File: src/sbpb_defines.vh
`ifndef SBPB_DEFINES_VH
`define SBPB_DEFINES_VH

// ----------------------------------------------------------------
// Register indexes (byte address is four times the index)
// ----------------------------------------------------------------
`define SBPB_IDX_NODE_STATUS 4'h0
`define SBPB_IDX_RESET_GAP 4'h1
`define SBPB_IDX_EXT_PORTS 4'h2
`define SBPB_IDX_SPEED_DELAY 4'h3
`define SBPB_IDX_LINK_POWER 4'h4
`define SBPB_IDX_EVENT_ARB 4'h5
`define SBPB_IDX_RSVD_SIX 4'h6
`define SBPB_IDX_PAGE_PORT 4'h7
`define SBPB_PAGED_BIT 3

// ----------------------------------------------------------------
// Field positions (bit 7 is the first bit on the wire)
// ----------------------------------------------------------------
`define SBPB_R1_HOLDOFF 7
`define SBPB_R1_LONG_RST 6
`define SBPB_R4_LINK_ACTIVE_CONTROL 7
`define SBPB_R4_CONTEND 6
`define SBPB_R5_WATCHDOG 7
`define SBPB_R5_SHORT_RST 6
`define SBPB_R5_LOOP 5
`define SBPB_R5_PWR_FAIL 4
`define SBPB_R5_TIMEOUT 3
`define SBPB_R5_PORT_EVT 2
`define SBPB_R5_ACCEL 1
`define SBPB_R5_MULTI 0

// ----------------------------------------------------------------
// Fixed values and reset values
// ----------------------------------------------------------------
`define SBPB_EXTENDED 3'h7
`define SBPB_TOTAL_PORTS 4'h2
`define SBPB_MAX_SPEED 3'h2
`define SBPB_DELAY 4'h0
`define SBPB_JITTER 3'h0
`define SBPB_GAP_RESET 6'h3f
`define SBPB_LINK_ACTIVE_CONTROL_RESET 1'b1
`define SBPB_PAGE_RSVD_LO 3'h2
`define SBPB_PAGE_RSVD_HI 3'h6

// ----------------------------------------------------------------
// Timing
// ----------------------------------------------------------------
`define SBPB_CLK_PERIOD_NS 10
`define SBPB_LONG_RESET_NS 166000
`define SBPB_SHORT_RESET_NS 1300
// Cycle counts of both reset lengths at the 10 ns clock, sized for the 15-bit counter
`define SBPB_LONG_RESET_CYC 15'h40d8
`define SBPB_SHORT_RESET_CYC 15'h0082

`endif

File: src/sbpb_sync.v
`timescale 1ns/1ps
// ----------------------------------------------------------------
// Two-flop synchroniser for a bundle of pin levels
// ----------------------------------------------------------------
module sbpb_sync
#(
    parameter W = 5
)
(
    input wire clk,
    input wire nrst,
    input wire [W-1:0] d,
    output wire [W-1:0] q
);

reg [W-1:0] meta_r;
reg [W-1:0] sync_r;

always @(posedge clk or negedge nrst)
begin
    if (!nrst)
    begin
        meta_r <= {W{1'b0}};
        sync_r <= {W{1'b0}};
    end
    else
    begin
        meta_r <= d;
        sync_r <= meta_r;
    end
end

assign q = sync_r;

endmodule

File: src/sbpb_reset_gen.v
`timescale 1ns/1ps
`include "sbpb_defines.vh"
// ----------------------------------------------------------------
// Bus reset generator: waits for an idle bus, then drives a timed reset
// ----------------------------------------------------------------
module sbpb_reset_gen
#(
    parameter [14:0] LONG_CYC = `SBPB_LONG_RESET_CYC
)
(
    input wire clk,
    input wire nrst,
    input wire long_req,
    input wire short_req,
    input wire bus_busy,
    output wire start,
    output reg active_r,
    output reg is_long_r
);

localparam [14:0] SHORT_CYC = `SBPB_SHORT_RESET_CYC;

reg [14:0] cnt_r;

// Start only between packets so a transfer in flight is never cut
assign start = !active_r && !bus_busy && (long_req || short_req);

always @(posedge clk or negedge nrst)
begin
    if (!nrst)
    begin
        active_r <= 1'b0;
        is_long_r <= 1'b0;
        cnt_r <= 15'h0000;
    end
    else if (start)
    begin
        active_r <= 1'b1;
        // Long wins when both are asked for
        is_long_r <= long_req;
        cnt_r <= long_req ? LONG_CYC - 15'h0001 : SHORT_CYC - 15'h0001;
    end
    else if (active_r)
    begin
        if (cnt_r == 15'h0000)
            active_r <= 1'b0;
        else
            cnt_r <= cnt_r - 15'h0001;
    end
end

endmodule

File: src/sbpb_base_regs.v
// Design decision made here: the Avalon-MM slave port.
`timescale 1ns/1ps
`include "sbpb_defines.vh"
// ----------------------------------------------------------------
// ----------------------------------------------------------------
module sbpb_base_regs
#(
    parameter [14:0] LONG_RESET_CYC = `SBPB_LONG_RESET_CYC
)
(
    input wire clk,
    input wire nrst,
    // Avalon-MM slave
    input wire [5:0] avs_address,
    input wire avs_read,
    input wire avs_write,
    input wire [31:0] avs_writedata,
    input wire [3:0] avs_byteenable,
    output reg [31:0] avs_readdata,
    output wire avs_waitrequest,
    // Pins
    input wire cable_power_ok,
    input wire link_power_status_in,
    input wire [2:0] power_class_pins,
    // Events from the arbitration core
    input wire bus_reset_in,
    input wire self_id_done_in,
    input wire [5:0] self_id_addr_in,
    input wire tree_id_root_in,
    input wire phy_config_gap_in,
    input wire [5:0] phy_config_gap_val_in,
    input wire loop_detect_in,
    input wire state_timeout_in,
    input wire port_change_in,
    input wire resume_start_in,
    input wire bus_busy_in,
    // Controls to the core and the link interface
    output wire [5:0] node_address,
    output reg node_address_valid_r,
    output reg status_xfer_req_r,
    output wire [7:0] status_xfer_data,
    output wire root_holdoff,
    output wire [5:0] gap_count,
    output wire enab_accel,
    output wire enab_multi,
    output wire selfid_link_active,
    output wire selfid_contender,
    output wire [2:0] selfid_power_class,
    output wire link_if_enable,
    output wire bus_reset_drive,
    output wire bus_reset_long
);

// ----------------------------------------------------------------
// Register state
// ----------------------------------------------------------------
reg [5:0] node_addr_r;
reg root_r;
reg holdoff_r;
reg long_req_r;
reg [5:0] gap_r;
reg gap_stale_r;
reg link_active_control_r;
reg contend_r;
reg [2:0] pwr_class_r;
reg [1:0] pwr_load_cnt_r;
reg watchdog_r;
reg short_req_r;
reg loop_r;
reg pwr_fail_r;
reg timeout_r;
reg port_evt_r;
reg accel_r;
reg multi_r;
reg [2:0] page_r;
reg [3:0] port_sel_r;
reg ack_r;
reg cps_prev_r;

wire [4:0] pins_sync;
wire cps_s;
wire lps_s;
wire [2:0] pc_s;
wire rst_start;
wire rst_active;
wire rst_long;
wire bus_reset;
wire [3:0] idx;
wire wr;
wire [7:0] wd;
wire pwr_fail_set;
wire port_evt_set;
wire gap_update;

// ----------------------------------------------------------------
// Decode helpers
// ----------------------------------------------------------------
function is_write_lane;
    input do_write;
    input [3:0] lanes;
    begin
        is_write_lane = do_write && lanes[0];
    end
endfunction

function [7:0] paged_read;
    input [2:0] page;
    input [2:0] sub;
    begin
        // Pages two to six are reserved; other page contents are not built here
        if (page >= `SBPB_PAGE_RSVD_LO && page <= `SBPB_PAGE_RSVD_HI)
            paged_read = 8'h00;
        else
            paged_read = 8'h00 | {5'h00, sub & 3'h0};
    end
endfunction

// ----------------------------------------------------------------
// Pin synchronisers and reset generator
// ----------------------------------------------------------------
sbpb_sync #(.W(5)) u_sync
(
    .clk(clk),
    .nrst(nrst),
    .d({cable_power_ok, link_power_status_in, power_class_pins}),
    .q(pins_sync)
);

assign cps_s = pins_sync[4];
assign lps_s = pins_sync[3];
assign pc_s = pins_sync[2:0];

sbpb_reset_gen #(.LONG_CYC(LONG_RESET_CYC)) u_rst
(
    .clk(clk),
    .nrst(nrst),
    .long_req(long_req_r),
    .short_req(short_req_r),
    .bus_busy(bus_busy_in),
    .start(rst_start),
    .active_r(rst_active),
    .is_long_r(rst_long)
);

// A reset we start ourselves counts as a bus reset too
assign bus_reset = bus_reset_in || rst_start;

// ----------------------------------------------------------------
// Avalon-MM slave: one wait cycle, answer on the second edge
// ----------------------------------------------------------------
assign avs_waitrequest = (avs_read || avs_write) && !ack_r;
assign idx = avs_address[5:2];
// Write lands at the edge that shows waitrequest low, where the master commits it
assign wr = is_write_lane(avs_write && ack_r, avs_byteenable);
assign wd = avs_writedata[7:0];

always @(posedge clk or negedge nrst)
begin
    if (!nrst)
        ack_r <= 1'b0;
    else
        ack_r <= (avs_read || avs_write) && !ack_r;
end

// ----------------------------------------------------------------
// Read mux
// ----------------------------------------------------------------
always @(posedge clk or negedge nrst)
begin
    if (!nrst)
        avs_readdata <= 32'h00000000;
    else if (avs_read && !ack_r)
    begin
        avs_readdata[31:8] <= 24'h000000;
        if (idx[`SBPB_PAGED_BIT])
            avs_readdata[7:0] <= paged_read(page_r, idx[2:0]);
        else
        begin
            case (idx)
                `SBPB_IDX_NODE_STATUS:
                    avs_readdata[7:0] <= {node_addr_r, root_r, cps_s};
                `SBPB_IDX_RESET_GAP:
                    avs_readdata[7:0] <= {holdoff_r, long_req_r, gap_r};
                `SBPB_IDX_EXT_PORTS:
                    avs_readdata[7:0] <= {`SBPB_EXTENDED, 1'b0, `SBPB_TOTAL_PORTS};
                `SBPB_IDX_SPEED_DELAY:
                    avs_readdata[7:0] <= {`SBPB_MAX_SPEED, 1'b0, `SBPB_DELAY};
                `SBPB_IDX_LINK_POWER:
                    avs_readdata[7:0] <= {link_active_control_r, contend_r, `SBPB_JITTER, pwr_class_r};
                `SBPB_IDX_EVENT_ARB:
                    avs_readdata[7:0] <= {watchdog_r, short_req_r, loop_r, pwr_fail_r,
                                          timeout_r, port_evt_r, accel_r, multi_r};
                `SBPB_IDX_PAGE_PORT:
                    avs_readdata[7:0] <= {page_r, 1'b0, port_sel_r};
                default:
                    avs_readdata[7:0] <= 8'h00;
            endcase
        end
    end
end

// ----------------------------------------------------------------
// Identity and root
// ----------------------------------------------------------------
always @(posedge clk or negedge nrst)
begin
    if (!nrst)
    begin
        node_addr_r <= 6'h00;
        node_address_valid_r <= 1'b0;
        status_xfer_req_r <= 1'b0;
        root_r <= 1'b0;
    end
    else
    begin
        status_xfer_req_r <= 1'b0;
        if (bus_reset)
        begin
            node_address_valid_r <= 1'b0;
            root_r <= 1'b0;
        end
        else
        begin
            if (tree_id_root_in)
                root_r <= 1'b1;
            if (self_id_done_in)
            begin
                node_addr_r <= self_id_addr_in;
                node_address_valid_r <= 1'b1;
                status_xfer_req_r <= 1'b1;
            end
        end
    end
end

// Unsolicited register-0 image, valid with the request pulse
assign status_xfer_data = {node_addr_r, root_r, cps_s};

// ----------------------------------------------------------------
// Register 1: holdoff, long reset, gap count
// ----------------------------------------------------------------
assign gap_update = (wr && idx == `SBPB_IDX_RESET_GAP) || phy_config_gap_in;

always @(posedge clk or negedge nrst)
begin
    if (!nrst)
    begin
        holdoff_r <= 1'b0;
        long_req_r <= 1'b0;
        gap_r <= `SBPB_GAP_RESET;
        gap_stale_r <= 1'b0;
    end
    else
    begin
        if (wr && idx == `SBPB_IDX_RESET_GAP)
        begin
            holdoff_r <= wd[`SBPB_R1_HOLDOFF];
            long_req_r <= wd[`SBPB_R1_LONG_RST];
            gap_r <= wd[5:0];
        end
        else if (phy_config_gap_in)
            gap_r <= phy_config_gap_val_in;
        // A bus reset consumes the request even if written in the same cycle
        if (bus_reset)
            long_req_r <= 1'b0;
        if (gap_update)
            gap_stale_r <= 1'b0;
        else if (bus_reset)
        begin
            gap_stale_r <= 1'b1;
            if (gap_stale_r)
                gap_r <= `SBPB_GAP_RESET;
        end
    end
end

// ----------------------------------------------------------------
// Register 4: link control, contender, power class
// ----------------------------------------------------------------
always @(posedge clk or negedge nrst)
begin
    if (!nrst)
    begin
        link_active_control_r <= `SBPB_LINK_ACTIVE_CONTROL_RESET;
        contend_r <= 1'b0;
        pwr_class_r <= 3'h0;
        pwr_load_cnt_r <= 2'h0;
    end
    else
    begin
        // Pins take two edges to settle through the synchroniser
        if (pwr_load_cnt_r != 2'h3)
            pwr_load_cnt_r <= pwr_load_cnt_r + 2'h1;
        if (pwr_load_cnt_r == 2'h2)
            pwr_class_r <= pc_s;
        if (wr && idx == `SBPB_IDX_LINK_POWER)
        begin
            link_active_control_r <= wd[`SBPB_R4_LINK_ACTIVE_CONTROL];
            contend_r <= wd[`SBPB_R4_CONTEND];
            pwr_class_r <= wd[2:0];
        end
    end
end

// ----------------------------------------------------------------
// Register 5: enables and sticky events
// ----------------------------------------------------------------
always @(posedge clk or negedge nrst)
begin
    if (!nrst)
        cps_prev_r <= 1'b0;
    else
        cps_prev_r <= cps_s;
end

assign pwr_fail_set = cps_prev_r && !cps_s;
assign port_evt_set = port_change_in || (watchdog_r && resume_start_in);

always @(posedge clk or negedge nrst)
begin
    if (!nrst)
    begin
        watchdog_r <= 1'b0;
        short_req_r <= 1'b0;
        loop_r <= 1'b0;
        pwr_fail_r <= 1'b0;
        timeout_r <= 1'b0;
        port_evt_r <= 1'b0;
        accel_r <= 1'b0;
        multi_r <= 1'b0;
    end
    else
    begin
        if (wr && idx == `SBPB_IDX_EVENT_ARB)
        begin
            watchdog_r <= wd[`SBPB_R5_WATCHDOG];
            short_req_r <= wd[`SBPB_R5_SHORT_RST];
            accel_r <= wd[`SBPB_R5_ACCEL];
            multi_r <= wd[`SBPB_R5_MULTI];
            if (wd[`SBPB_R5_LOOP])
                loop_r <= 1'b0;
            if (wd[`SBPB_R5_PWR_FAIL])
                pwr_fail_r <= 1'b0;
            if (wd[`SBPB_R5_TIMEOUT])
                timeout_r <= 1'b0;
            if (wd[`SBPB_R5_PORT_EVT])
                port_evt_r <= 1'b0;
        end
        if (bus_reset)
            short_req_r <= 1'b0;
        // Sets come last so an event in the clearing cycle is kept
        if (loop_detect_in)
            loop_r <= 1'b1;
        if (pwr_fail_set)
            pwr_fail_r <= 1'b1;
        if (state_timeout_in)
            timeout_r <= 1'b1;
        if (port_evt_set)
            port_evt_r <= 1'b1;
    end
end

// ----------------------------------------------------------------
// Register 7: page and port selectors
// ----------------------------------------------------------------
always @(posedge clk or negedge nrst)
begin
    if (!nrst)
    begin
        page_r <= 3'h0;
        port_sel_r <= 4'h0;
    end
    else if (wr && idx == `SBPB_IDX_PAGE_PORT)
    begin
        page_r <= wd[7:5];
        port_sel_r <= wd[3:0];
    end
end

// ----------------------------------------------------------------
// Outputs to the core
// ----------------------------------------------------------------
assign node_address = node_addr_r;
assign root_holdoff = holdoff_r;
assign gap_count = gap_r;
assign enab_accel = accel_r;
assign enab_multi = multi_r;
assign selfid_link_active = link_active_control_r && lps_s;
assign selfid_contender = contend_r;
assign selfid_power_class = pwr_class_r;
// The control bit only shapes self-ID, never the interface itself
assign link_if_enable = lps_s;
assign bus_reset_drive = rst_active;
assign bus_reset_long = rst_long;

endmodule

File: config.mk
export PLATFORM = sky130hd
export DESIGN_NAME = sbpb_base_regs
export DESIGN_NICKNAME = d
export VERILOG_FILES = /design/src/sbpb_sync.v /design/src/sbpb_reset_gen.v /design/src/sbpb_base_regs.v
export VERILOG_INCLUDE_DIRS = /design/src
export SDC_FILE = /design/constraint.sdc
export NUM_CORES = 1
export LEC_CHECK = 0
export BUFFER_PORTS_ARGS = -buffer_cell sky130_fd_sc_hd__buf_2
export CAP_MARGIN = 20
export CORE_UTILIZATION = 45
export CTS_CLUSTER_DIAMETER = 200
export DETAILED_ROUTE_END_ITERATION = 6
export PLACE_DENSITY = 0.85
export SLEW_MARGIN = 20
export SYNTH_ARGS = -nofsm -noshare
export SYNTH_HDL_FRONTEND = slang
export SYNTH_HIERARCHICAL = 1
export SYNTH_SLANG_ARGS = --single-unit
File: constraint.sdc
create_clock -name clk -period 2.1 [get_ports clk]
set_clock_uncertainty 0.15 [all_clocks]
set_input_delay 0.105 -clock clk [delete_from_list [all_inputs] [get_ports clk]]
set_output_delay 0.105 -clock clk [all_outputs]
set_load 0.05 [all_outputs]
Word-level counts from Yosys, hierarchy flattened
Cells that the tools add are included.
{"block": "classes", "add_sub_neg": 2, "eq_ne": 9, "mux": 40, "bitwise": 1, "reduce_logical": 45}
{"operator": "15-bit 2-to-1 mux", "n": 4}
{"operator": "8-bit case mux with 7 select lines", "n": 1}
{"operator": "6-bit 2-to-1 mux", "n": 5}
{"operator": "2-bit nonzero test", "n": 15}
{"operator": "1-bit 2-to-1 mux", "n": 27}
{"operator": "15-bit zero test", "n": 1}
{"operator": "15-bit by 1-bit subtractor with 15-bit output (second input constant)", "n": 1}
{"operator": "1-bit logical AND", "n": 13}
{"operator": "4-bit by 3-bit equality test with 1-bit output (second input constant)", "n": 3}
{"operator": "2-bit AND reduction", "n": 6}
{"operator": "4-bit by 2-bit equality test with 1-bit output (second input constant)", "n": 2}
{"operator": "8-bit 2-to-1 mux", "n": 1}
{"operator": "3-bit 2-to-1 mux", "n": 2}
{"operator": "1-bit logical OR", "n": 5}
{"operator": "4-bit by 1-bit equality test with 1-bit output (second input constant)", "n": 1}
{"operator": "1-bit zero test", "n": 4}
{"operator": "4-bit zero test", "n": 1}
{"operator": "2-bit != test (second input constant)", "n": 2}
{"operator": "2-bit by 1-bit adder with 2-bit output (second input constant)", "n": 1}
{"operator": "2-bit equality test (second input constant)", "n": 1}
{"operator": "1-bit NOT", "n": 1}
{"block": "word_totals", "register_bits": 77, "input_bits": 72, "elab_cells": 127}

Depth between registers and ports, before layout
Gate-level depths: netlist (run 1).
{"block": "depth", "ltp_word": 7, "ltp_mapped": 8, "depth_no_buf": 7}

Modules after synthesis
Netlist (run 1), hierarchy kept.
{"module": "sbpb_base_regs", "n_inst": 1, "cells_each": 246, "area_each_um2": 2697.6}
{"module": "sbpb_reset_gen", "n_inst": 1, "cells_each": 99, "area_each_um2": 963.4}
{"module": "sbpb_sync", "n_inst": 1, "cells_each": 10, "area_each_um2": 250.2}

Worst setup path after synthesis (run 1)
No wires, ideal clock.
{"block": "synth_path", "kind": "register to register", "startpoint": "register u_rst.active_r", "endpoint": "register node_addr_r[0] (netlist: node_address[0])", "arrival_time_ps": 2273, "slack_ps": -448, "path_stages_with_launch": 9, "path_buffers": 2, "synth_period_minus_slack_ps": 2548, "path_cell_list": "dfrtp_1 clkbuf_4 nor2_1 o21ai_0 inv_1 nor2_1 and2_1 clkbuf_1 mux2_2"}
{"block": "synth_between", "elab_chain_len": 6}
{"element": "from (decl)", "line_no": "sbpb_reset_gen.v:17", "rtl": "output reg active_r,"}
{"element": "from (signal assigned)", "line_no": "sbpb_reset_gen.v:32", "rtl": "active_r <= 1'b0;"}
{"element": "from (signal assigned)", "line_no": "sbpb_reset_gen.v:38", "rtl": "active_r <= 1'b1;"}
{"element": "from (signal assigned)", "line_no": "sbpb_reset_gen.v:46", "rtl": "active_r <= 1'b0;"}
{"element": "1-bit zero test", "line_no": "sbpb_reset_gen.v:26", "rtl": "assign start = !active_r && !bus_busy && (long_req || short_req);"}
{"element": "1-bit logical AND (2 in a row)", "line_no": "sbpb_reset_gen.v:26"}
{"element": "net rst_start", "line_no": "sbpb_base_regs.v:84", "rtl": "wire rst_start;"}
{"element": "1-bit logical OR", "line_no": "sbpb_base_regs.v:146", "rtl": "assign bus_reset = bus_reset_in || rst_start;"}
{"element": "1-bit NOT (no line)"}
{"element": "2-bit AND reduction (no line)"}
{"element": "to (signal assigned)", "line_no": "sbpb_base_regs.v:228", "rtl": "node_addr_r <= self_id_addr_in;"}
{"element": "to (decl)", "line_no": "sbpb_base_regs.v:57", "rtl": "reg [5:0] node_addr_r;"}
The timed path passes the listed nets, and every way through them passes these cells.
A chain may end at the register's enable or synchronous reset.

Worst setup path after layout (run 1)
{"block": "layout_path", "startpoint": "register u_rst.cnt_r[5]", "endpoint": "register u_rst.cnt_r[7]"}
{"block": "layout_between", "elab_chain_len": 4, "word_cells_on_any_way": 7, "cone_classes": "add/sub: 1; eq/ne: 1; mux: 3; reduce/logical: 2"}
{"element": "from (decl)", "line_no": "sbpb_reset_gen.v:23", "rtl": "reg [14:0] cnt_r;"}
{"element": "from (signal assigned)", "line_no": "sbpb_reset_gen.v:41", "rtl": "cnt_r <= long_req ? LONG_CYC - 15'h0001 : SHORT_CYC - 15'h0001;"}
{"element": "from (signal assigned)", "line_no": "sbpb_reset_gen.v:48", "rtl": "cnt_r <= cnt_r - 15'h0001;"}
{"element": "15-bit by 1-bit subtractor with 15-bit output", "line_no": "sbpb_reset_gen.v:48"}
{"element": "15-bit 2-to-1 mux", "line_no": "sbpb_reset_gen.v:45", "rtl": "if (cnt_r == 15'h0000)"}
{"element": "15-bit 2-to-1 mux", "line_no": "sbpb_reset_gen.v:43", "rtl": "else if (active_r)"}
{"element": "15-bit 2-to-1 mux", "line_no": "sbpb_reset_gen.v:36", "rtl": "else if (start)"}
Several ways; a longest one is shown, not always the timed one. The select of a mux whose other input is x is not followed.

==> results of run 1 <==
cell usage after synthesis (2+ instances only):
master	instances
buf_6	2
a22oi_1	9
or3b_2	2
buf_2	7
or4_4	2
or2_2	2
a21oi_1	13
nand2_1	29
nor2_1	26
and2_1	3
a22o_1	10
o32ai_1	2
clkbuf_1	5
nor3_1	6
nor4_1	9
mux2_2	18
nand2b_1	4
o211a_1	2
nand3_1	5
o311ai_0	2
dfrtp_1	70
o21a_1	3
a21o_1	3
or4_1	2
a221o_1	3
dfstp_2	7
mux2_4	9
or4b_1	3
inv_1	9
o31ai_1	2
a211oi_1	2
mux2i_1	9
nand4_1	2
buf_4	32
nor2b_1	2
ha_1	3
o21ai_0	14
report_power, final:
group | leakage (nW) | total [mW] | internal, mW | switching (mW)
Combinational | 1.43 | 0.895 | 0.268 | 0.626
Sequential | 0.912 | 1.68 | 1.60 | 0.0849
Clock | 0.0903 | 1.06 | 0.456 | 0.609
Total | 2.43 | 3.64 | 2.32 | 1.32
flip-flops by register name (all words and copies together) (netlist names), 2 cells and up:
| register | cells |
|---|---|
| u_sync/q | 5 |
| u_sync/meta_r | 5 |
| selfid_power_class | 3 |
| port_sel_r | 4 |
| avs_readdata | 8 |
| pwr_load_cnt_r | 2 |
| u_rst/cnt_r | 15 |
| node_address | 6 |
| gap_count | 6 |
| page_r | 3 |
area by class of cell:
cell class / instances / area share (%)
well taps: 105 / 2.579
multi-input cells: 245 / 34.26
clock buffers: 9 / 2.431
repair buffers: 154 / 20.80
inverters: 9 / 0.6631
clock inverters: 7 / 1.252
flip-flops and latches: 77 / 38.02
routing by layer:
layer	GRT usage, %	vias up	part of all wire, %
met5	0	-	0
met4	10.61	0	2.5
met3	4.306	19	6.1
met2	36.90	156	49
met1	29.64	1617	42
li1	-	1516	-
cells by family after synthesis:
| family | Yosys count |
|---|---|
| and+or+nand+nor | 105 |
| AOI/OAI and AO/OA | 76 |
| DFF | 77 |
| other | 1 |
| muxes | 36 |
| buffers and inverters | 56 |
| adders and majority gates | 3 |
| xor gates and xnor gates | 1 |
metrics by stage:
step	std cells	instance area [µm²]	total power [mW]	TNS, ps
2_1_floorplan	378	4021	2.364	-228.6
3_3_place_gp	550	4476	2.521	0
3_5_place_dp	550	4476	2.543	0
4_1_cts	604	5044	3.648	0
5_1_grt	606	5095	3.780	-64.02
6_report	606	5095	3.642	0
path summary, 6_finish.rpt:
path                                   from               endpoint  slack (ps)  depth (start not counted)
setup / recovery             u_rst/cnt_r[5]         u_rst/cnt_r[7]          40                          4
hold / removal               avs_address[2]        avs_readdata[4]         100                          3
setup reg to reg             u_rst/cnt_r[5]         u_rst/cnt_r[7]          40                          4
hold reg to reg            u_sync/meta_r[0]            u_sync/q[0]         210                          0
max in group asynchronous              nrst  link_active_control_r         990                          3
min in group asynchronous              nrst         u_rst/cnt_r[4]         140                          2
repair_timing:
| item | 4_1_cts | 5_1_grt |
|---|---|---|
| endpoints found under the hold margin | 86 | 0 |
| hold buffers | 38 | 0 |
| pin swaps | 1 | 4 |
| gates resized for setup | 0 | 11 |
| setup buffers | 0 | 2 |
| endpoints found under the setup margin | 1 | 6 |
worst max-delay path, cell delays in order, from the launching register on:
cell and delay, ps:
dfrtp_1 390, or4_4 580, or2_4 300, or4b_1 470, nand3_1 110
==> summary.md, run 1 <==
| Metric | Value |
|---|---|
| Clock-pin slew on the worst setup and hold paths | about 90 ps |
| 1st-pass router iterations | 5 |
| Initial antenna violation count | 0 |
| Worst Setup Start Kind | flop |
| Worst Path Class, Setup | reg -> reg |
| Share of cell area taken by muxes after synthesis | a little over a tenth |
| Area leader, netlist | dfrtp_1 |
| Number of buffers added by the clock tree synthesis step | 9 |
| Number of input and output port buffers inserted | 84 |
| Highest net fanout along the worst path | 5 |
| Synth-to-Final Area Change | 30.26% |
| Clock tree from TritonCTS | built |
| Mean number of vias per cell | 5.459 |
| Synth Area in Adders | 0.9597% |
| Critical path data required time | 2240 ps |
| Placement-stage worst setup slack | 21.46 ps |
| Flip-flop and latch count after synthesis | 77 |
| Initial Utilization | 47.13% |
| Die Outline Area | 0.009069 mm² |
| DRT iter0 DRCs | between 200 and 300 |
| Unrepaired setup endpoints after global routing | true |
| Yosys top cell area share | approximately 45% |
| Max-cap violations | 0 |
| Clock tree root driver cell | clkbuf_8 |
| DRC violation count after routing | 0 |
| Detailed-placement wirelength estimate | 6898 µm |
| Wire length per cell after detailed routing | 16.40 µm |
| H-tree Lvls | 3 |
| Final weighted congestion in routability-driven placement | between 0.8 and 0.9 |
| Actual transition at the worst max-transition pin | roughly 580 ps |
| Maximum vdd ir drop | 0.0006982 V |
| Number of enable flip-flop cells after synthesis | 0 |
| Cell variety after synth | 59 |
| Class of the tightest hold or removal check | in -> reg |
| # rows | 33 |
| Total inserted antenna cells | 0 |
| Top library cells by usage in the layout, fill and taps aside | buf_2 (83), dfrtp_1 (69), dlygate4sd3_1 (38) |
| Total GRT Usage | a little under a quarter |
| Outcome | completed |
| Aggregate routed wire length | between 9000 and 10000 µm |
| Top achievable clock speed | roughly 0.5 GHz |
| Max-slew violation count | 0 |
| Final critical-path required period | between 2000 and 2500 ps |
| Overflow after GRT | 0 |
| Height of the chip | ~95 µm |
| Fraction of the core area covered by cells at the end of the flow | 61.39% |
| Share of the cycle needed by the critical path after routing | ~100% |
| Vias in the first global route | 3282 |
| I/O Pins | 138 |
| Cell area after synthesis | 0.003911 mm² |
| Main combinational cell family by area after synthesis | compound AO/OA/AOI/OAI gates |
| Per-instance average area after synthesis | 11.02 µm² |
| Filler Cells Inserted | a little over 600 |
| Final worst slack | 41.84 ps |
| Register Area | between 0.0015 and 0.002 mm² |
| Largest net degree at the start of global routing | 45 |
| Compound-gate portion of the synthesized area | 14.68% |
| Layout cells sized above 1 | 37.92% |
| Synthesis warning total | 6 |
| Clock buffer depth | 2 |
| Total of endpoints with negative setup slack in the final report | 0 |
| Arrival time of data at the critical path endpoint | 2200 ps |
| Static leakage | between 2 and 2.5 nW |
| Pwr dens | 714.9 mW/mm² |
| Worst slew margin relative to its limit | 61.60% |
| Share of flip-flops with an asynchronous set or reset | 100.0% |
| Die W | 95.23 µm |
| Clock tree sinks | 77 |
| Post-synthesis sequential area ratio | ~50% |
| Area of combinational cells with multiple inputs | about 0.0017 mm² |
| Endpoint type of the worst setup path | flop |
| Worst hold-check slack | 98.21 ps |
| Final ANT Viol Nets | 0 |
| Post-Synthesis Cells | around 360 |
| Number of hold-slack violations in the final timing report | 0 |
| Area contributors post-synth | dfrtp_1 (45%), buf_4 (6.1%), mux2_2 (5.2%) |
| Synth Area in Simple Gates | 14.46% |
| Clock latency of the later-clocked register in the worst-skew pair | 350 ps |
| Area of the placeable core | between 0.008 and 0.009 mm² |
| Dominant register cell in the synthesized netlist | dfrtp_1 |
| NumNets Final | 571 |
| First-pass GRT wire length | between 15000 and 20000 µm |
| Synthesized-area fraction occupied by xor and xnor cells | less than 1% |
| Total vias in the final route | 3308 |
| Most frequent standard cell in the layout excluding fill and tap cells | buf_2 |
Power figures use the tool's default switching activity.
==> inputs of run 2 (changes only) <==
Settings changed: BUFFER_PORTS_ARGS -buffer_cell sky130_fd_sc_hd__buf_2 to not set, CORE_UTILIZATION 45 to 48, DONT_BUFFER_PORTS set to 1, PLACE_DENSITY 0.85 to 0.74, SYNTH_HIERARCHICAL 1 to not set.
==> summary.md, run 2 <==
| Metric | Value |
|---|---|
| Synthesis warning total | 0 (was 6) |
| Yosys top cell area share | 45.74% (was 44.79%) |
| Post-synthesis sequential area ratio | 50.54% (was 49.49%) |
| Total of endpoints with negative setup slack in the final report | 0 (unchanged) |
| Clock-pin slew on the worst setup and hold paths | 90 ps (about the same) |
| Area of the placeable core | 0.007727 mm² (was 0.008299 mm²) |
| Actual transition at the worst max-transition pin | 563.5 ps (was 575.9 ps) |
| Worst r2r path cells | 4 (unchanged) |
| Final weighted congestion in routability-driven placement | 0.8568 (was 0.8368) |
| Aggregate routed wire length | 9037 µm (was 9941 µm) |
| Top cells by count, synth | dfrtp_1 (70), buf_4 (32), nand2_1 (31) (was dfrtp_1 (70), buf_4 (32), nand2_1 (29)) |
| Initial Utilization | 49.56% (was 47.13%) |
| Worst slew margin relative to its limit | 62.43% (was 61.60%) |
| Cell variety after synth | 55 (was 59) |
| Worst hold-check slack | 12.28 ps (was 98.21 ps) |
| DRC violation count after routing | 0 (unchanged) |
| Post-Synthesis Cells | 344 (was 355) |
| Number of input and output port buffers inserted | 0 (was 84) |
| Placement-stage worst setup slack | 112.4 ps (was 21.46 ps) |
| Clock tree root driver cell | clkbuf_8 (unchanged) |
| Detailed-placement wirelength estimate | 5966 µm (was 6898 µm) |
| Top library cells by usage in the layout, fill and taps aside | dfrtp_1 (70), dlygate4sd3_1 (44), nand2_1 (30) (was buf_2 (83), dfrtp_1 (69), dlygate4sd3_1 (38)) |
| Number of hold-slack violations in the final timing report | 0 (unchanged) |
| Clock tree sinks | 77 (unchanged) |
| Critical path data required time | 2250 ps (was 2240 ps) |
| Maximum vdd ir drop | 0.0005745 V (was 0.0006982 V) |
| Worst Setup Start Kind | flop (unchanged) |
| 1st-pass router iterations | 4 (was 5) |
| Reg with most FFs | u_rst.cnt_r (was u_rst/cnt_r) |
| Total power consumption of the routed design | 3.585 mW (was 3.642 mW) |
| Dominant register cell in the synthesized netlist | dfrtp_1 (unchanged) |
| NumNets Final | 478 (was 571) |
| Routed length on met2 | 4464 µm (was 4893 µm) |
| Routed wire length on met3 | 627 µm (was 610 µm) |
| Cell chain of the critical path | mux2_2 > a22oi_1 > o41ai_2 > dlygate4sd3_1 (was or4_4 > or2_4 > or4b_1 > nand3_1) |
| Biggest cell delay along the critical path | 730 ps (was 580 ps) |
| # rows | 32 (was 33) |
| Worst path slowest cell | dfstp_4 (was or4_4) |
| I/O Pins | 138 (unchanged) |
| Overflow after GRT | 0 (unchanged) |
| Post-route met1 wirelength | 3844 µm (was 4190 µm) |
| Area leader, netlist | dfrtp_1 (unchanged) |
| Share of the cycle needed by the critical path after routing | 94.01% (was 98.01%) |
| Arrival time of data at the critical path endpoint | 2120 ps (was 2200 ps) |
| Number of enable flip-flop cells after synthesis | 0 (unchanged) |
| Hold Crit Depth | 3 (unchanged) |
| Endpoint type of the worst setup path | flop (unchanged) |
| Max reg flops | 15 (unchanged) |
| Wire length per cell after detailed routing | 17.72 µm (was 16.40 µm) |
| DRT iter0 DRCs | 290 (was 255) |
| Final ANT Viol Nets | 0 (unchanged) |
| Die W | 91.33 µm (was 95.23 µm) |
| Unrepaired setup endpoints after global routing | false (was true) |
| Static leakage | 2.043 nW (was 2.431 nW) |
| Die Outline Area | 0.008340 mm² (was 0.009069 mm²) |
| Clock buffer depth | 2 (unchanged) |
| Total vias in the final route | 2846 (was 3308) |
| Per-instance average area after synthesis | 11.13 µm² (was 11.02 µm²) |
| Largest net degree at the start of global routing | 78 (was 45) |
| Number of buffers added by the clock tree synthesis step | 9 (unchanged) |
| Final Non-Filler Cells | 510 (was 606) |
| Mean number of vias per cell | 5.580 (was 5.459) |
| Class of the tightest hold or removal check | in -> reg (unchanged) |
| Cell area after synthesis | 0.003830 mm² (was 0.003911 mm²) |
| Clock latency of the later-clocked register in the worst-skew pair | 360 ps (was 350 ps) |
| Max-cap violations | 0 (unchanged) |
| Flip-flop and latch count after synthesis | 77 (unchanged) |
| Highest net fanout along the worst path | 3 (was 5) |
| Share of flip-flops with an asynchronous set or reset | 100.0% (unchanged) |
| Max-slew violation count | 0 (unchanged) |
| Height of the chip | 91.33 µm (was 95.23 µm) |
| Final critical-path required period | 1974 ps (was 2058 ps) |
| Outcome | completed (unchanged) |
| Initial antenna violation count | 0 (unchanged) |
| Clock tree from TritonCTS | built (unchanged) |
| Top achievable clock speed | 0.5065 GHz (was 0.4859 GHz) |
| Final worst slack | 125.7 ps (was 41.84 ps) |
| Synth-to-Final Area Change | 20.19% (was 30.26%) |
| Leading registers by flop count | u_rst.cnt_r: 15 flops, avs_readdata: 8 flops (was u_rst/cnt_r: 15 flops, avs_readdata: 8 flops) |
| Total inserted antenna cells | 0 (unchanged) |
| Area contributors post-synth | dfrtp_1 (46%), mux2_2 (7.6%), buf_4 (6.3%) (was dfrtp_1 (45%), buf_4 (6.1%), mux2_2 (5.2%)) |
| Vias in the first global route | 2821 (was 3282) |
| First-pass GRT wire length | 14460 µm (was 15730 µm) |
| Final sum of negative setup slack | 0 ps (unchanged) |
| Count leader, synth | dfrtp_1 (unchanged) |
| H-tree Lvls | 3 (unchanged) |
| Placed Cells | 448 (was 550) |
| Uppermost signal routing layer after detailed routing | met4 (unchanged) |
| Total GRT Usage | 22.62% (was 22.85%) |
| Worst Path Class, Setup | reg -> reg (unchanged) |
| Layout cells sized above 1 | 21.81% (was 37.92%) |
| Most frequent standard cell in the layout excluding fill and tap cells | dfrtp_1 (was buf_2) |
| Pwr dens | 778.9 mW/mm² (was 714.9 mW/mm²) |
[run 2: area by class of cell]
class / instances / area, µm²
clock buffer: 9 / 123.9
clock inverter: 7 / 62.56
fill: 613 / 3124
inverter: 7 / 26.28
multi-input combinational: 239 / 1675
sequential: 77 / 1939
tap: 102 / 127.6
timing repair buffer: 69 / 648.1
[run 2: critical path, delay by kind of cell, from the launching register on]
kind,cells,cell delay (ps)
DFF,1,730
buffers and inverters,1,580
AOI/OAI and AO/OA,2,250
muxes,1,200
[run 2: power by group]
| part | switching [mW] | internal [mW] |
|---|---|---|
| registers | 0.249 | 1.61 |
| logic | 0.444 | 0.227 |
| clock network | 0.605 | 0.456 |
| total | 1.30 | 2.29 |
[run 2: kinds of logic after synthesis]
logic type	synth area share [%]
other	0.09791
flip-flops	50.54
AND/OR/NAND/NOR	14.64
buffers and inverters	8.363
XOR/XNOR	0.2287
AO/OA/AOI/OAI	10.59
adder cells (fa/ha/maj)	0.9802
multiplexers	14.57
[run 2: per-stage QoR]
stage,util [%],area [µm²]
floorplan,-,3916
global placement,50.76,3923
detailed placement,50.76,3923
CTS,59.23,4577
global route,59.57,4603
finish,59.57,4603
[run 2: worst paths after layout]
path	slack [ps]	endpoint	startpoint
min	10	avs_readdata[0]	avs_address[4]
max in group asynchronous	1310	gap_count[2]	nrst
max	130	avs_readdata[4]	gap_count[4]
min reg2reg	210	u_sync.q[3]	u_sync.meta_r[3]
max reg2reg	130	avs_readdata[4]	gap_count[4]
min in group asynchronous	150	avs_readdata[3]	nrst
[run 2: per-layer routing]
layer	track usage [%]	vias to the layer above
met2	37.25	114
met4	6.878	0
li1	-	1309
met3	7.035	11
met5	0	-
met1	28.56	1412
[run 2: what timing repair did]
| item | 4_1_cts | 5_1_grt |
|---|---|---|
| setup buffers | 0 | 1 |
| hold buffers | 45 | 0 |
| gates resized for setup | 0 | 4 |
| endpoints found under the hold margin | 131 | 0 |
| endpoints found under the setup margin | 0 | 6 |
==> inputs of run 3 (changes only) <==
Settings changed: RECOVER_POWER set to 100.
==> summary.md, run 3 (same netlist as run 2, synthesis figures left out) <==
| Metric | Value |
|---|---|
| Outcome | completed (unchanged) |
| Register Area | 0.001939 mm² (unchanged) |
| Vias in the first global route | 2821 (unchanged) |
| Biggest cell delay along the critical path | 730 ps (about the same) |
| Total of endpoints with negative setup slack in the final report | 0 (unchanged) |
| Family with the most delay on the worst path | flip-flops (unchanged) |
| Number of input and output port buffers inserted | 0 (unchanged) |
| First-pass GRT wire length | 14460 µm (unchanged) |
| Max-slew violation count | 0 (unchanged) |
| Clock buffer depth | 2 (unchanged) |
| Static leakage | 1.976 nW (was 2.043 nW) |
| Die W | 91.33 µm (unchanged) |
| Wire length per cell after detailed routing | 17.59 µm (was 17.72 µm) |
| # rows | 32 (unchanged) |
| NumNets Final | 478 (unchanged) |
| Final sum of negative setup slack | 0 ps (unchanged) |
| Max-cap violations | 0 (unchanged) |
| Final worst slack | 128.1 ps (was 125.7 ps) |
| Initial antenna violation count | 0 (unchanged) |
| Top library cells by usage in the layout, fill and taps aside | dfrtp_1 (70), dlygate4sd3_1 (44), nand2_1 (30) (unchanged) |
| Share of the cycle needed by the critical path after routing | 93.90% (was 94.01%) |
| Reg with most FFs | u_rst.cnt_r (unchanged) |
| Overflow after GRT | 0 (unchanged) |
| Unrepaired setup endpoints after global routing | false (unchanged) |
| Worst hold-check slack | 15.99 ps (was 12.28 ps) |
| Die Outline Area | 0.008340 mm² (unchanged) |
| Total GRT Usage | 22.62% (unchanged) |
| Actual transition at the worst max-transition pin | 1027 ps (was 563.5 ps) |
| Arrival time of data at the critical path endpoint | 2120 ps (about the same) |
| Final ANT Viol Nets | 0 (unchanged) |
| Pwr dens | 785.1 mW/mm² (was 778.9 mW/mm²) |
| Clock tree from TritonCTS | built (unchanged) |
| Endpoint type of the worst setup path | flop (unchanged) |
| 1st-pass router iterations | 4 (unchanged) |
| Placed Cells | 448 (unchanged) |
| Cell chain of the critical path | mux2_1 > a22oi_1 > o41ai_2 > dlygate4sd3_1 (was mux2_2 > a22oi_1 > o41ai_2 > dlygate4sd3_1) |
| Largest net degree at the start of global routing | 78 (unchanged) |
| Worst Path Class, Setup | reg -> reg (unchanged) |
| Area of combinational cells with multiple inputs | 0.001662 mm² (was 0.001675 mm²) |
| DRC violation count after routing | 0 (unchanged) |
| Final critical-path required period | 1972 ps (was 1974 ps) |
| Aggregate routed wire length | 8969 µm (was 9037 µm) |
| Max reg flops | 15 (unchanged) |
| Post-placement cell area | 0.003923 mm² (unchanged) |
| Critical path data required time | 2250 ps (about the same) |
| H-tree Lvls | 3 (unchanged) |
| Placement-stage worst setup slack | 112.4 ps (unchanged) |
| Clock-pin slew on the worst setup and hold paths | 90 ps (about the same) |
| Worst path slowest cell | dfstp_4 (unchanged) |
| Top achievable clock speed | 0.5071 GHz (was 0.5065 GHz) |
| Leading registers by flop count | u_rst.cnt_r: 15 flops, avs_readdata: 8 flops (unchanged) |
| Initial Utilization | 49.56% (unchanged) |
| Layout cells sized above 1 | 16.91% (was 21.81%) |
| Total vias in the final route | 2870 (was 2846) |
| Final design area excluding fillers | 0.004511 mm² (was 0.004603 mm²) |
| DRT iter0 DRCs | 225 (was 290) |
| Mean number of vias per cell | 5.627 (was 5.580) |
| Highest net fanout along the worst path | 3 (unchanged) |
| Maximum vdd ir drop | 0.0005581 V (was 0.0005745 V) |
| Clock latency of the later-clocked register in the worst-skew pair | 350 ps (was 360 ps) |
| Final Non-Filler Cells | 510 (unchanged) |
| Clock tree sinks | 77 (unchanged) |
| I/O Pins | 138 (unchanged) |
| Worst Setup Start Kind | flop (unchanged) |
| Synth-to-Final Area Change | 17.77% (was 20.19%) |
| Number of hold-slack violations in the final timing report | 0 (unchanged) |
| Class of the tightest hold or removal check | in -> reg (unchanged) |
| Height of the chip | 91.33 µm (unchanged) |
| Detailed-placement wirelength estimate | 5966 µm (unchanged) |
| Area of the placeable core | 0.007727 mm² (unchanged) |
| Worst slew margin relative to its limit | 31.53% (was 62.43%) |
| Clock tree root driver cell | clkbuf_8 (unchanged) |
| Total inserted antenna cells | 0 (unchanged) |
| Filler Cells Inserted | 635 (was 613) |
| Combined buffer and inverter count along the critical path | 1 (unchanged) |
| Number of buffers added by the clock tree synthesis step | 9 (unchanged) |
| Most frequent standard cell in the layout excluding fill and tap cells | dfrtp_1 (unchanged) |
| Final weighted congestion in routability-driven placement | 0.8568 (unchanged) |
==> run 3: cell types whose count changed in the layout (fill, tap and decap cells not counted), sizes merged <==
| cell | previous run | this run |
|---|---|---|
| buf | 25 | 7 |
| clkbuf | 9 | 27 |
==> run 3: worst min-delay path, delay by kind of cell <==
| family | cells | cell delay [ps] |
|---|---|---|
| compound gates | 2 | 210 |
| mux | 1 | 160 |
==> run 3: cell type report <==
class / instances / area share (%)
Sequential cell: 77 / 43.00
Clock buffer: 9 / 2.746
Inverter: 7 / 0.5825
Tap cell: 102 / 2.829
Multi-Input combinational cell: 239 / 36.84
Clock inverter: 7 / 1.387
Timing Repair Buffer: 69 / 12.62
==> run 3: path summary, 6_finish.rpt <==
path / from / endpoint / slack [ps] / cells after the start
worst min register to register: u_sync.meta_r[3] / u_sync.q[3] / 210 / 0
worst min-delay path: avs_address[4] / avs_readdata[0] / 20 / 3
max in group asynchronous: nrst / u_rst.cnt_r[13] / 780 / 2
worst max register to register: gap_count[4] / avs_readdata[4] / 130 / 4
worst max-delay path: gap_count[4] / avs_readdata[4] / 130 / 4
min in group asynchronous: nrst / ack_r / 330 / 2
==> run 3: timing repair <==
item | in CTS | in global routing
setup endpoints to repair | 0 | 6
buffers inserted | 0 | 1
endpoints found under the hold margin | 131 | 0
gates resized for setup | 0 | 4
hold buffers | 45 | 0
==> run 3: report_power, final <==
part | internal (mW) | switching [mW] | total [mW]
logic | 0.190 | 0.442 | 0.632
registers | 1.60 | 0.249 | 1.85
clock network | 0.456 | 0.604 | 1.06
total | 2.25 | 1.30 | 3.54
==> run 3: per-stage QoR <==
| stage | total power [mW] | utilization [%] |
|---|---|---|
| 6_report | 3.541 | 58.37 |
| 2_1_floorplan | 2.377 | - |
| 3_5_place_dp | 2.426 | 50.76 |
| 5_1_grt | 3.684 | 58.37 |
| 4_1_cts | 3.604 | 59.23 |
| 3_3_place_gp | 2.411 | 50.76 |
==> run 3: per-layer routing <==
layer | track usage [%] | part of all wire (%) | up-vias
li1 | - | - | 1311
met1 | 28.56 | 42 | 1434
met2 | 37.25 | 50 | 115
met3 | 7.035 | 6.7 | 10
met4 | 6.878 | 1.0 | 0
met5 | 0 | 0 | -
